### config.mk
export PLATFORM = sky130hd
export DESIGN_NAME = pmtr_regs
export DESIGN_NICKNAME = d
export VERILOG_FILES = /design/src/pmtr_pkg.sv /design/src/pmtr_regs.sv
export SDC_FILE = /design/constraint.sdc
export NUM_CORES = 1
export LEC_CHECK = 0
export ABC_CLOCK_PERIOD_IN_PS = 2160
export BUFFER_PORTS_ARGS = -buffer_cell sky130_fd_sc_hd__buf_4
export CAP_MARGIN = 10
export CORE_MARGIN = 1.5
export CORE_UTILIZATION = 45
export CTS_CLUSTER_SIZE = 40
export DETAILED_ROUTE_END_ITERATION = 7
export GPL_ROUTABILITY_DRIVEN = 1
export PLACE_DENSITY = 0.68
export RECOVER_POWER = 50
export SLEW_MARGIN = 20
export SYNTH_ARGS = -nofsm -noshare
export SYNTH_HDL_FRONTEND = slang
export SYNTH_SLANG_ARGS = --single-unit
### constraint.sdc
create_clock -name clk_sys -period 2.16 [get_ports clk_sys]
set_clock_uncertainty 0.15 [all_clocks]
set_input_delay 0.108 -clock clk_sys [delete_from_list [all_inputs] [get_ports clk_sys]]
set_output_delay 0.108 -clock clk_sys [all_outputs]
set_load 0.02 [all_outputs]
### src/pmtr_pkg.sv
// ****************************************************************
// Telemetry read-back constants
// ****************************************************************
package pmtr_pkg;

  // ****************************************************************
  // Command codes
  // ****************************************************************
  localparam logic [7:0] CMD_VIN   = 8'h88; // Input voltage
  localparam logic [7:0] CMD_IIN   = 8'h89; // Input current
  localparam logic [7:0] CMD_VOUT  = 8'h8b; // Output voltage, code word
  localparam logic [7:0] CMD_IOUT  = 8'h8c; // Output current
  localparam logic [7:0] CMD_TEMP  = 8'h8d; // Temperature
  localparam logic [7:0] CMD_POUT  = 8'h96; // Output power
  localparam logic [7:0] CMD_PIN   = 8'h97; // Input power
  localparam logic [7:0] CMD_REV   = 8'h98; // Protocol revision
  localparam logic [7:0] CMD_MAKER = 8'h99; // Maker identification
  localparam logic [7:0] CMD_MODEL = 8'h9a; // Model identification

  // ****************************************************************
  // Field layout of a linear word
  // ****************************************************************
  localparam int EXP_MSB = 15; // Exponent top bit
  localparam int EXP_LSB = 11; // Exponent bottom bit
  localparam int MAN_MSB = 10; // Mantissa top bit
  localparam int MAN_LSB = 0;  // Mantissa bottom bit
  localparam int EXP_W   = EXP_MSB - EXP_LSB + 1; // 5 bits
  localparam int MAN_W   = MAN_MSB - MAN_LSB + 1; // 11 bits
  localparam int WORD_W  = 16;                    // Register word width

  // ****************************************************************
  // Fixed values and reset values
  // ****************************************************************
  localparam logic [7:0]  PROTOCOL_REV_VAL = 8'h11;  // Revision 1.1
  localparam logic [15:0] WORD_RESET       = 16'h0000; // Telemetry reset
  localparam logic [7:0]  BYTE_RESET       = 8'h00;  // Byte reset
  localparam int          MEM_FAULT_BIT    = 4;      // Memory error flag

  // ****************************************************************
  // Telemetry slot numbering
  // ****************************************************************
  localparam int N_LIN    = 6; // Linear quantities
  localparam int SLOT_VIN = 0;
  localparam int SLOT_IIN = 1;
  localparam int SLOT_IOUT = 2;
  localparam int SLOT_TEMP = 3;
  localparam int SLOT_POUT = 4;
  localparam int SLOT_PIN  = 5;

  // Upper-byte store targets
  typedef enum logic {
    PMTR_SEL_MAKER = 1'b0,
    PMTR_SEL_MODEL = 1'b1
  } pmtr_sel_type;

endpackage : pmtr_pkg

### src/pmtr_regs.sv
// Function
// - Linear word exponent in bits 15:11
// - Linear word mantissa in bits 10:0
// - Code 88h reads input voltage, linear
// - Code 89h reads input current, linear
// - Code 8Bh reads output voltage code word
// - Code 8Ch reads output current, linear
// - Code 8Dh reads temperature, linear
// - Code 96h reads output power, linear
// - Code 97h reads input power, linear
// - Code 98h reads fixed revision 11h
// - Code 99h maker word, upper byte writable
// - Code 9Ah model word, upper byte writable
// - Write during memory programming latches bit 4
`timescale 1ns/1ps
`default_nettype none

module pmtr_regs #(
  parameter logic [7:0] MAKER_FIXED_BYTE = 8'h5a, // Arbitrary value
  parameter logic [7:0] MODEL_FIXED_BYTE = 8'h3c  // Arbitrary value
) (
  // Clock and reset
  input  wire logic        clk_sys,
  input  wire logic        rst_b,
  // Command port
  input  wire logic        cmd_valid,
  input  wire logic        cmd_write,
  input  wire logic [7:0]  cmd_code,
  input  wire logic [15:0] cmd_wdata,
  output logic             rsp_valid,
  output logic [15:0]      rsp_data,
  // Linear telemetry, exponent and mantissa
  input  wire logic [4:0]  vin_scale_field,
  input  wire logic [10:0] vin_mant,
  input  wire logic [4:0]  iin_exp,
  input  wire logic [10:0] iin_mant,
  input  wire logic [4:0]  iout_exp,
  input  wire logic [10:0] iout_mant,
  input  wire logic [4:0]  temp_exp,
  input  wire logic [10:0] temp_mant,
  input  wire logic [4:0]  pout_exp,
  input  wire logic [10:0] pout_mant,
  input  wire logic [4:0]  pin_exp,
  input  wire logic [10:0] pin_mant,
  // Output voltage code word
  input  wire logic [15:0] vout_code_field,
  // Non-volatile memory side
  input  wire logic        nvm_busy,
  input  wire logic [7:0]  nvm_maker_init,
  input  wire logic [7:0]  nvm_model_init,
  output logic             nvm_store_pulse,
  output logic             nvm_store_sel,
  output logic [7:0]       nvm_store_byte,
  // Memory status
  input  wire logic        mem_fault_clear,
  output logic [7:0]       mem_status
);

  // ****************************************************************
  // Helper functions
  // ****************************************************************

  // Pack exponent and mantissa into one linear word
  function automatic logic [15:0] pack_linear(
    input logic [4:0]  exp_in,
    input logic [10:0] man_in
  );
    logic [15:0] word;
    word = pmtr_pkg::WORD_RESET;
    word[pmtr_pkg::EXP_MSB:pmtr_pkg::EXP_LSB] = exp_in;
    word[pmtr_pkg::MAN_MSB:pmtr_pkg::MAN_LSB] = man_in;
    return word;
  endfunction

  // True for codes that hold only read-only content
  function automatic logic is_read_only(input logic [7:0] code);
    case (code)
      pmtr_pkg::CMD_VIN, pmtr_pkg::CMD_IIN, pmtr_pkg::CMD_VOUT,
      pmtr_pkg::CMD_IOUT, pmtr_pkg::CMD_TEMP, pmtr_pkg::CMD_POUT,
      pmtr_pkg::CMD_PIN, pmtr_pkg::CMD_REV: is_read_only = 1'b1;
      default: is_read_only = 1'b0;
    endcase
  endfunction

  // ****************************************************************
  // Telemetry capture
  // ****************************************************************
  logic [4:0]  exp_in   [pmtr_pkg::N_LIN]; // Exponent per slot
  logic [10:0] man_in   [pmtr_pkg::N_LIN]; // Mantissa per slot
  logic [15:0] lin_reg  [pmtr_pkg::N_LIN]; // Packed words
  logic [15:0] lin_next [pmtr_pkg::N_LIN];
  logic [15:0] vout_reg;                   // Output voltage code
  logic [15:0] vout_next;

  // Slot assignment of the measurement inputs
  assign exp_in[pmtr_pkg::SLOT_VIN]  = vin_scale_field;
  assign man_in[pmtr_pkg::SLOT_VIN]  = vin_mant;
  assign exp_in[pmtr_pkg::SLOT_IIN]  = iin_exp;
  assign man_in[pmtr_pkg::SLOT_IIN]  = iin_mant;
  assign exp_in[pmtr_pkg::SLOT_IOUT] = iout_exp;
  assign man_in[pmtr_pkg::SLOT_IOUT] = iout_mant;
  assign exp_in[pmtr_pkg::SLOT_TEMP] = temp_exp;
  assign man_in[pmtr_pkg::SLOT_TEMP] = temp_mant;
  assign exp_in[pmtr_pkg::SLOT_POUT] = pout_exp;
  assign man_in[pmtr_pkg::SLOT_POUT] = pout_mant;
  assign exp_in[pmtr_pkg::SLOT_PIN]  = pin_exp;
  assign man_in[pmtr_pkg::SLOT_PIN]  = pin_mant;

  // One capture register per linear quantity; the host sees a
  // value one cycle old, which keeps the read path register-fed
  genvar gi;
  generate
    for (gi = 0; gi < pmtr_pkg::N_LIN; gi++) begin : g_lin
      always_comb begin
        lin_next[gi] = pack_linear(exp_in[gi], man_in[gi]);
      end
      always_ff @(posedge clk_sys) begin
        if (!rst_b) begin
          lin_reg[gi] <= pmtr_pkg::WORD_RESET;
        end else begin
          lin_reg[gi] <= lin_next[gi];
        end
      end
    end
  endgenerate

  // Code word taken whole, all sixteen bits
  always_comb begin
    vout_next = vout_code_field;
  end

  always_ff @(posedge clk_sys) begin
    if (!rst_b) begin
      vout_reg <= pmtr_pkg::WORD_RESET;
    end else begin
      vout_reg <= vout_next;
    end
  end

  // ****************************************************************
  // Command decode, identity bytes and memory status
  // ****************************************************************
  logic        wr_cmd;          // Write command this cycle
  logic        rd_cmd;          // Read command this cycle
  logic        id_write;        // Write to an identity code
  logic        load_done_reg;   // Identity bytes loaded after reset
  logic        load_done_next;
  logic [7:0]  maker_hi_reg;    // Writable maker byte
  logic [7:0]  maker_hi_next;
  logic [7:0]  model_hi_reg;    // Writable model byte
  logic [7:0]  model_hi_next;
  logic        fault_reg;       // Sticky memory error
  logic        fault_next;
  logic        store_reg;       // Store request to memory
  logic        store_next;
  logic        sel_reg;         // Which byte to store
  logic        sel_next;
  logic [7:0]  sbyte_reg;       // Byte to store
  logic [7:0]  sbyte_next;
  logic        rvalid_reg;      // Read answer valid
  logic        rvalid_next;
  logic [15:0] rdata_reg;       // Read answer data
  logic [15:0] rdata_next;

  assign wr_cmd   = cmd_valid && cmd_write;
  assign rd_cmd   = cmd_valid && !cmd_write;
  assign id_write = wr_cmd && !is_read_only(cmd_code) &&
                    (cmd_code == pmtr_pkg::CMD_MAKER ||
                     cmd_code == pmtr_pkg::CMD_MODEL);

  // Next state of identity bytes, fault flag and answers
  always_comb begin
    load_done_next = 1'b1;
    maker_hi_next  = maker_hi_reg;
    model_hi_next  = model_hi_reg;
    fault_next     = fault_reg;
    store_next     = 1'b0;
    sel_next       = sel_reg;
    sbyte_next     = sbyte_reg;
    rvalid_next    = rd_cmd;
    rdata_next     = rdata_reg;
    // Stored bytes are caught after reset release, never under it
    if (!load_done_reg) begin
      maker_hi_next = nvm_maker_init;
      model_hi_next = nvm_model_init;
    end
    // Clear first so that a new error in the same cycle wins
    if (mem_fault_clear) begin
      fault_next = 1'b0;
    end
    if (wr_cmd && nvm_busy) begin
      fault_next = 1'b1;
    end else if (id_write && load_done_reg) begin
      // Writes to read-only codes fall through untouched
      store_next = 1'b1;
      sbyte_next = cmd_wdata[15:8];
      if (cmd_code == pmtr_pkg::CMD_MAKER) begin
        maker_hi_next = cmd_wdata[15:8];
        sel_next      = pmtr_pkg::PMTR_SEL_MAKER;
      end else begin
        model_hi_next = cmd_wdata[15:8];
        sel_next      = pmtr_pkg::PMTR_SEL_MODEL;
      end
    end
    // Read mux
    if (rd_cmd) begin
      case (cmd_code)
        pmtr_pkg::CMD_VIN:   rdata_next = lin_reg[pmtr_pkg::SLOT_VIN];
        pmtr_pkg::CMD_IIN:   rdata_next = lin_reg[pmtr_pkg::SLOT_IIN];
        pmtr_pkg::CMD_VOUT:  rdata_next = vout_reg;
        pmtr_pkg::CMD_IOUT:  rdata_next = lin_reg[pmtr_pkg::SLOT_IOUT];
        pmtr_pkg::CMD_TEMP:  rdata_next = lin_reg[pmtr_pkg::SLOT_TEMP];
        pmtr_pkg::CMD_POUT:  rdata_next = lin_reg[pmtr_pkg::SLOT_POUT];
        pmtr_pkg::CMD_PIN:   rdata_next = lin_reg[pmtr_pkg::SLOT_PIN];
        pmtr_pkg::CMD_REV:   rdata_next = {pmtr_pkg::BYTE_RESET,
                                pmtr_pkg::PROTOCOL_REV_VAL};
        pmtr_pkg::CMD_MAKER: rdata_next = {maker_hi_reg,
                                MAKER_FIXED_BYTE};
        pmtr_pkg::CMD_MODEL: rdata_next = {model_hi_reg,
                                MODEL_FIXED_BYTE};
        // Unmapped codes answer with zero
        default:             rdata_next = pmtr_pkg::WORD_RESET;
      endcase
    end
  end

  // Register stage for the command side
  always_ff @(posedge clk_sys) begin
    if (!rst_b) begin
      load_done_reg <= 1'b0;
      maker_hi_reg  <= pmtr_pkg::BYTE_RESET;
      model_hi_reg  <= pmtr_pkg::BYTE_RESET;
      fault_reg     <= 1'b0;
      store_reg     <= 1'b0;
      sel_reg       <= 1'b0;
      sbyte_reg     <= pmtr_pkg::BYTE_RESET;
      rvalid_reg    <= 1'b0;
      rdata_reg     <= pmtr_pkg::WORD_RESET;
    end else begin
      load_done_reg <= load_done_next;
      maker_hi_reg  <= maker_hi_next;
      model_hi_reg  <= model_hi_next;
      fault_reg     <= fault_next;
      store_reg     <= store_next;
      sel_reg       <= sel_next;
      sbyte_reg     <= sbyte_next;
      rvalid_reg    <= rvalid_next;
      rdata_reg     <= rdata_next;
    end
  end

  // Outputs straight from flip-flops
  assign rsp_valid       = rvalid_reg;
  assign rsp_data        = rdata_reg;
  assign nvm_store_pulse = store_reg;
  assign nvm_store_sel   = sel_reg;
  assign nvm_store_byte  = sbyte_reg;
  assign mem_status      = {3'h0, fault_reg, 4'h0};
endmodule // pmtr_regs

`default_nettype wire

Yosys cells after proc, flatten, opt, wreduce, memory -nomap -nowiden

Memories as Yosys holds them, arrays and structs flattened.
Cells that the tools add are included.

Register bits after elaboration: 61
Latch bits: 0
Bits in writable memories: 96
Memory bits (read-only): 0
Input bits: 158
Output and inout bits: 35
Logic and storage cells: 64
Memories kept: 1

$add $sub $neg: 0
Multipliers: 0
Div/mod/pow operators: 0
Magnitude comparators: 0
Equal/unequal tests: 10
Shifts and indexed selects: 0
Mux-type cells: 22
Bitwise logic cells: 8
Reduce and logical (&&, ||, !) cells: 13

Memories:

| memory  | words | width | rd ports | clocked after memory_dff | wr ports | RTL line        | RTL |
|---|---|---|---|---|---|---|---|
| lin_reg | 6     | 16    | 6        | 0                        | 6        | pmtr_regs.sv:90 | `logic [15:0] lin_reg [pmtr_pkg::N_LIN];` |

Operator list:

| cell                                       | count |
|---|---|
| one-hot mux 16 bit (10 select lines)       | 1 |
| 2-to-1 mux 16 bit                          | 6 |
| equality test 8 bit, second input constant | 10 |
| 2-to-1 mux 8 bit                           | 8 |
| OR reduction 8 bit                         | 1 |
| 2-to-1 mux 1 bit                           | 7 |
| logical AND 1 bit                          | 6 |
| OR 1 bit                                   | 6 |
| zero test 1 bit                            | 2 |
| NOT 1 bit                                  | 2 |
| AND reduction 2 bit                        | 1 |
| nonzero test 2 bit                         | 1 |
| OR reduction 2 bit                         | 1 |
| logical OR 1 bit                           | 1 |

Depth between registers and ports, before layout

Depth in word-level cells: 9
Depth in mapped cells: 9
Depth with buffers taken out: 5

Worst setup path after synthesis

No wires, ideal clock.

Path kind: reg2reg
Start: register load_done_reg
End: register maker_hi_reg[6]
Setup time: 143 ps
Arrival: 1514 ps
Setup slack: 353 ps
Cell stages (with the launch flop): 8
Clock period less this slack: 1807 ps
Path through: dfxtp_1 > clkbuf_1 > nand4b_1 > nand2b_1 > buf_2 > buf_6 > nor2_1 > a211oi_2

Cells in the longest elaborated chain, start to end: 4

RTL lines:

| item                   | RTL line         | RTL |
|---|---|---|
| start, declared        | pmtr_regs.sv:146 | `logic load_done_reg;` |
| start signal, assigned | pmtr_regs.sv:240 | `load_done_reg <= load_done_next;` |
| 2-to-1 mux 8 bit       | pmtr_regs.sv:183 | `if (!load_done_reg) begin` |
| 2-to-1 mux 8 bit       | pmtr_regs.sv:197 | `if (cmd_code == pmtr_pkg::CMD_MAKER) begin` |
| 2-to-1 mux 8 bit       | pmtr_regs.sv:193 | `end else if (id_write && load_done_reg) begin` |
| 2-to-1 mux 8 bit (*)   | pmtr_regs.sv:191 | `if (wr_cmd && nvm_busy) begin` |
| end signal, assigned   | pmtr_regs.sv:231 | `maker_hi_reg <= pmtr_pkg::BYTE_RESET;` |
| end signal, assigned   | pmtr_regs.sv:241 | `maker_hi_reg <= maker_hi_next;` |
| end, declared          | pmtr_regs.sv:148 | `logic [7:0] maker_hi_reg;` |

Every way passes the cells marked *; elsewhere a longest branch is shown, timed or not.
A chain may end at the register's enable or synchronous reset.

Worst setup path after layout

Start: input nvm_busy
End: register model_hi_reg[4]

Cells in the longest elaborated chain, start to end: 2

RTL lines:

| item                 | RTL line         | RTL |
|---|---|---|
| start, declared      | pmtr_regs.sv:48  | `input wire logic nvm_busy,` |
| logical AND 1 bit    | pmtr_regs.sv:191 |  |
| 2-to-1 mux 8 bit     | pmtr_regs.sv:191 |  |
| end signal, assigned | pmtr_regs.sv:232 | `model_hi_reg <= pmtr_pkg::BYTE_RESET;` |
| end signal, assigned | pmtr_regs.sv:242 | `model_hi_reg <= model_hi_next;` |
| end, declared        | pmtr_regs.sv:150 | `logic [7:0] model_hi_reg;` |

Every way passes these cells.

==> out/qor.txt <==
status - completed
initial DRC count - 326
Final min period - 2.086 ns
EDFF count, synth - 0
initial antenna violation count - 0
slowest CP cell - dlygate4sd3_1
Seq/Total Area, Yosys - 50.86%
final hold viol count - 0
worst hold path class - input port to register
number of global-route vias before repair - 5764
Hold Path Depth - 5
setup repair after global routing missed its margin - false
Crit path top cell by count - dlygate4sd3_1
share of the synthesized area in the top cell type - 50.86%
total number of vias - 5599
first-pass GRT wire length - 30.30 mm
Worst VDD drop - 527.3 uV
fin util - 72.50%
commonest cells after routing, fill and taps aside - 195 x buf_4, 157 x dfxtp_1, 144 x dlygate4sd3_1
clk buf depth - 2
yosys warns - 0
Worst Slack Setup Final - 0.07440 ns
P per Cell Area - 725.0 mW/mm^2
CTS sink cnt - 157
ys async rst share - 0%
Total Wirelength - 19.71 mm
Leakage - 4.079 nW
die footprint - 0.01444 sq mm
Wirelength per Cell - 18.03 microns
Die Span X - 120.2 microns
placed cell count - 913
Detail Placement HPWL - 12.31 mm
syn avg cell area - 10.53 sq um
distinct cell type count after synthesis - 61
Port Buffers - 177
Post-synth top flop - dfxtp_1
H-tree Lvls - 4
DP Area - 0.007567 sq mm
worst-margin pin slew - 0.8893 ns
worst r2r path cells - 6
crit-path cells - dlygate4sd3_1 -> buf_4 -> nand4b_1 -> nor3_4 -> buf_6 -> nand3_1 -> o31ai_2 -> dlygate4sd3_1
GPL Wtd Cong - 0.8789
Worst EP arrival - 2.31 ns
# IOs - 193
largest net degree at the start of global routing - 123
Slew headroom - 40.71%
global route overflow - 0
Final setup viols - 0
Slew Viols, Final - 0
all-layer global routing usage - 28.06%
ANT cells - 0
DRC errors left - 0
via/cell ratio - 5.123
CP Launch Type - input port
CP Capture Type - register
max cap viols - 0
layout cells sized above 1 - 28.24%
required time of the critical path - 2.38 ns
row count - 42
starting density of the core - 46.30%
Synth Instances - 587
nets - 1062
Pwr Total - 7.016 mW
CTS tree - built
setup TNS - 0 ns
max FFs per register - 96
cts bufs inserted - 17
fmax - 479.5 MHz
Post-Syn Area - 0.006180 sq mm
core box area - 0.01335 sq mm
DP Worst Slack - 0.2146 ns
worst skew pair latency - 0.43 ns
Die Y - 120.2 microns
cell taking the most area after synthesis - dfxtp_1
leading cell type in the layout, fill and taps excluded - buf_4
post-route cell area - 0.009677 sq mm
Synth area leaders - dfxtp_1 51%, and2_1 12%, mux2i_1 7.5%, mux2_2 1.6%, a211oi_2 1.6%
Cell Count, Final, Fillers Out - 1093
Root Driver - clkbuf_16
Synth Register Bits - 157
hold_ws - 0.02867 ns
post-route ant nets - 0
period utilisation layout - 96.56%
CP Class - input port to register
1st-pass router iterations - 5
slowest stage delay, CP - 0.57 ns
Area Growth Syn to Fin - 56.59%
clk slew on worst S/H paths - 0.06 ns
Worst Path Max Fanout - 16
## path summary, 6_finish.rpt
| path | startpoint | end | slack (ns) |
|---|---|---|---|
| max | nvm_busy | model_hi_reg[4] | 0.07 |
| min | rst_b | rsp_data[3] | 0.03 |
| max reg2reg | load_done_reg | model_hi_reg[4] | 0.18 |
| min reg2reg | rsp_data[15] | rsp_data[15] | 0.30 |
## report_power, final
group	total, mW	switching [mW]	internal [mW]	leakage, nW
Clock	3.14	1.18	1.96	0.310
Combinational	0.797	0.311	0.487	2.47
Sequential	3.07	0.0462	3.03	1.30
## routing by layer
metal	global-route usage (%)	vias up	wire length, microns
li1	-	2689	-
met4	15.25	0	857
met5	0	-	0
met1	31.83	2629	7872
met2	49.18	221	9984
met3	5.943	60	995
## timing repair
item,4_1_cts,5_1_grt
buffers inserted,0,4
gates resized for setup,0,3
setup endpoints to repair,0,10
endpoints found under the hold margin,141,0
hold buffers,144,0
## worst max-delay path: cells and delay by family
| kind | cells | cell delay [ns] |
|---|---|---|
| AOI/OAI and AO/OA | 1 | 0.13 |
| buffers and inverters | 4 | 1.45 |
| and+or+nand+nor | 3 | 0.62 |
## cell type report
class                      count  area [sq um]
sequential                   157          3143
clock buffer                  18         439.2
clock inverter                14         191.4
inverter                       2         7.507
fill                         909          3671
timing repair buffer         341          2920
multi-input combinational    385          2755
tap                          176         220.2
## synth_stat cells (3+ instances only)
library cell,number
dfxtp_1,157
and2_1,114
mux2i_1,46
nor2_1,26
nand2_1,21
clkbuf_1,17
nand3_1,14
a22oi_1,13
buf_4,13
o21ai_1,13
o31ai_1,10
a22o_1,9
buf_2,9
mux2_2,9
a211oi_2,8
a221oi_1,8
buf_6,8
a32oi_1,7
o22ai_1,6
a211oi_1,5
nand2b_1,5
nor2b_1,5
a21oi_1,4
and3_1,4
o21ai_0,4
nand4_1,3
nand4bb_1,3
nor3_1,3
o2bb2ai_1,3
## kinds of logic after synthesis
| group | count (synthesis) | share of synthesized area [%] |
|---|---|---|
| other cells | 1 | 0.06068 |
| simple gates | 219 | 21.64 |
| buf+inv | 51 | 5.042 |
| mux | 56 | 9.273 |
| compound gates | 103 | 13.12 |
| flops | 157 | 50.86 |
(Power assumes the default switching activity.)
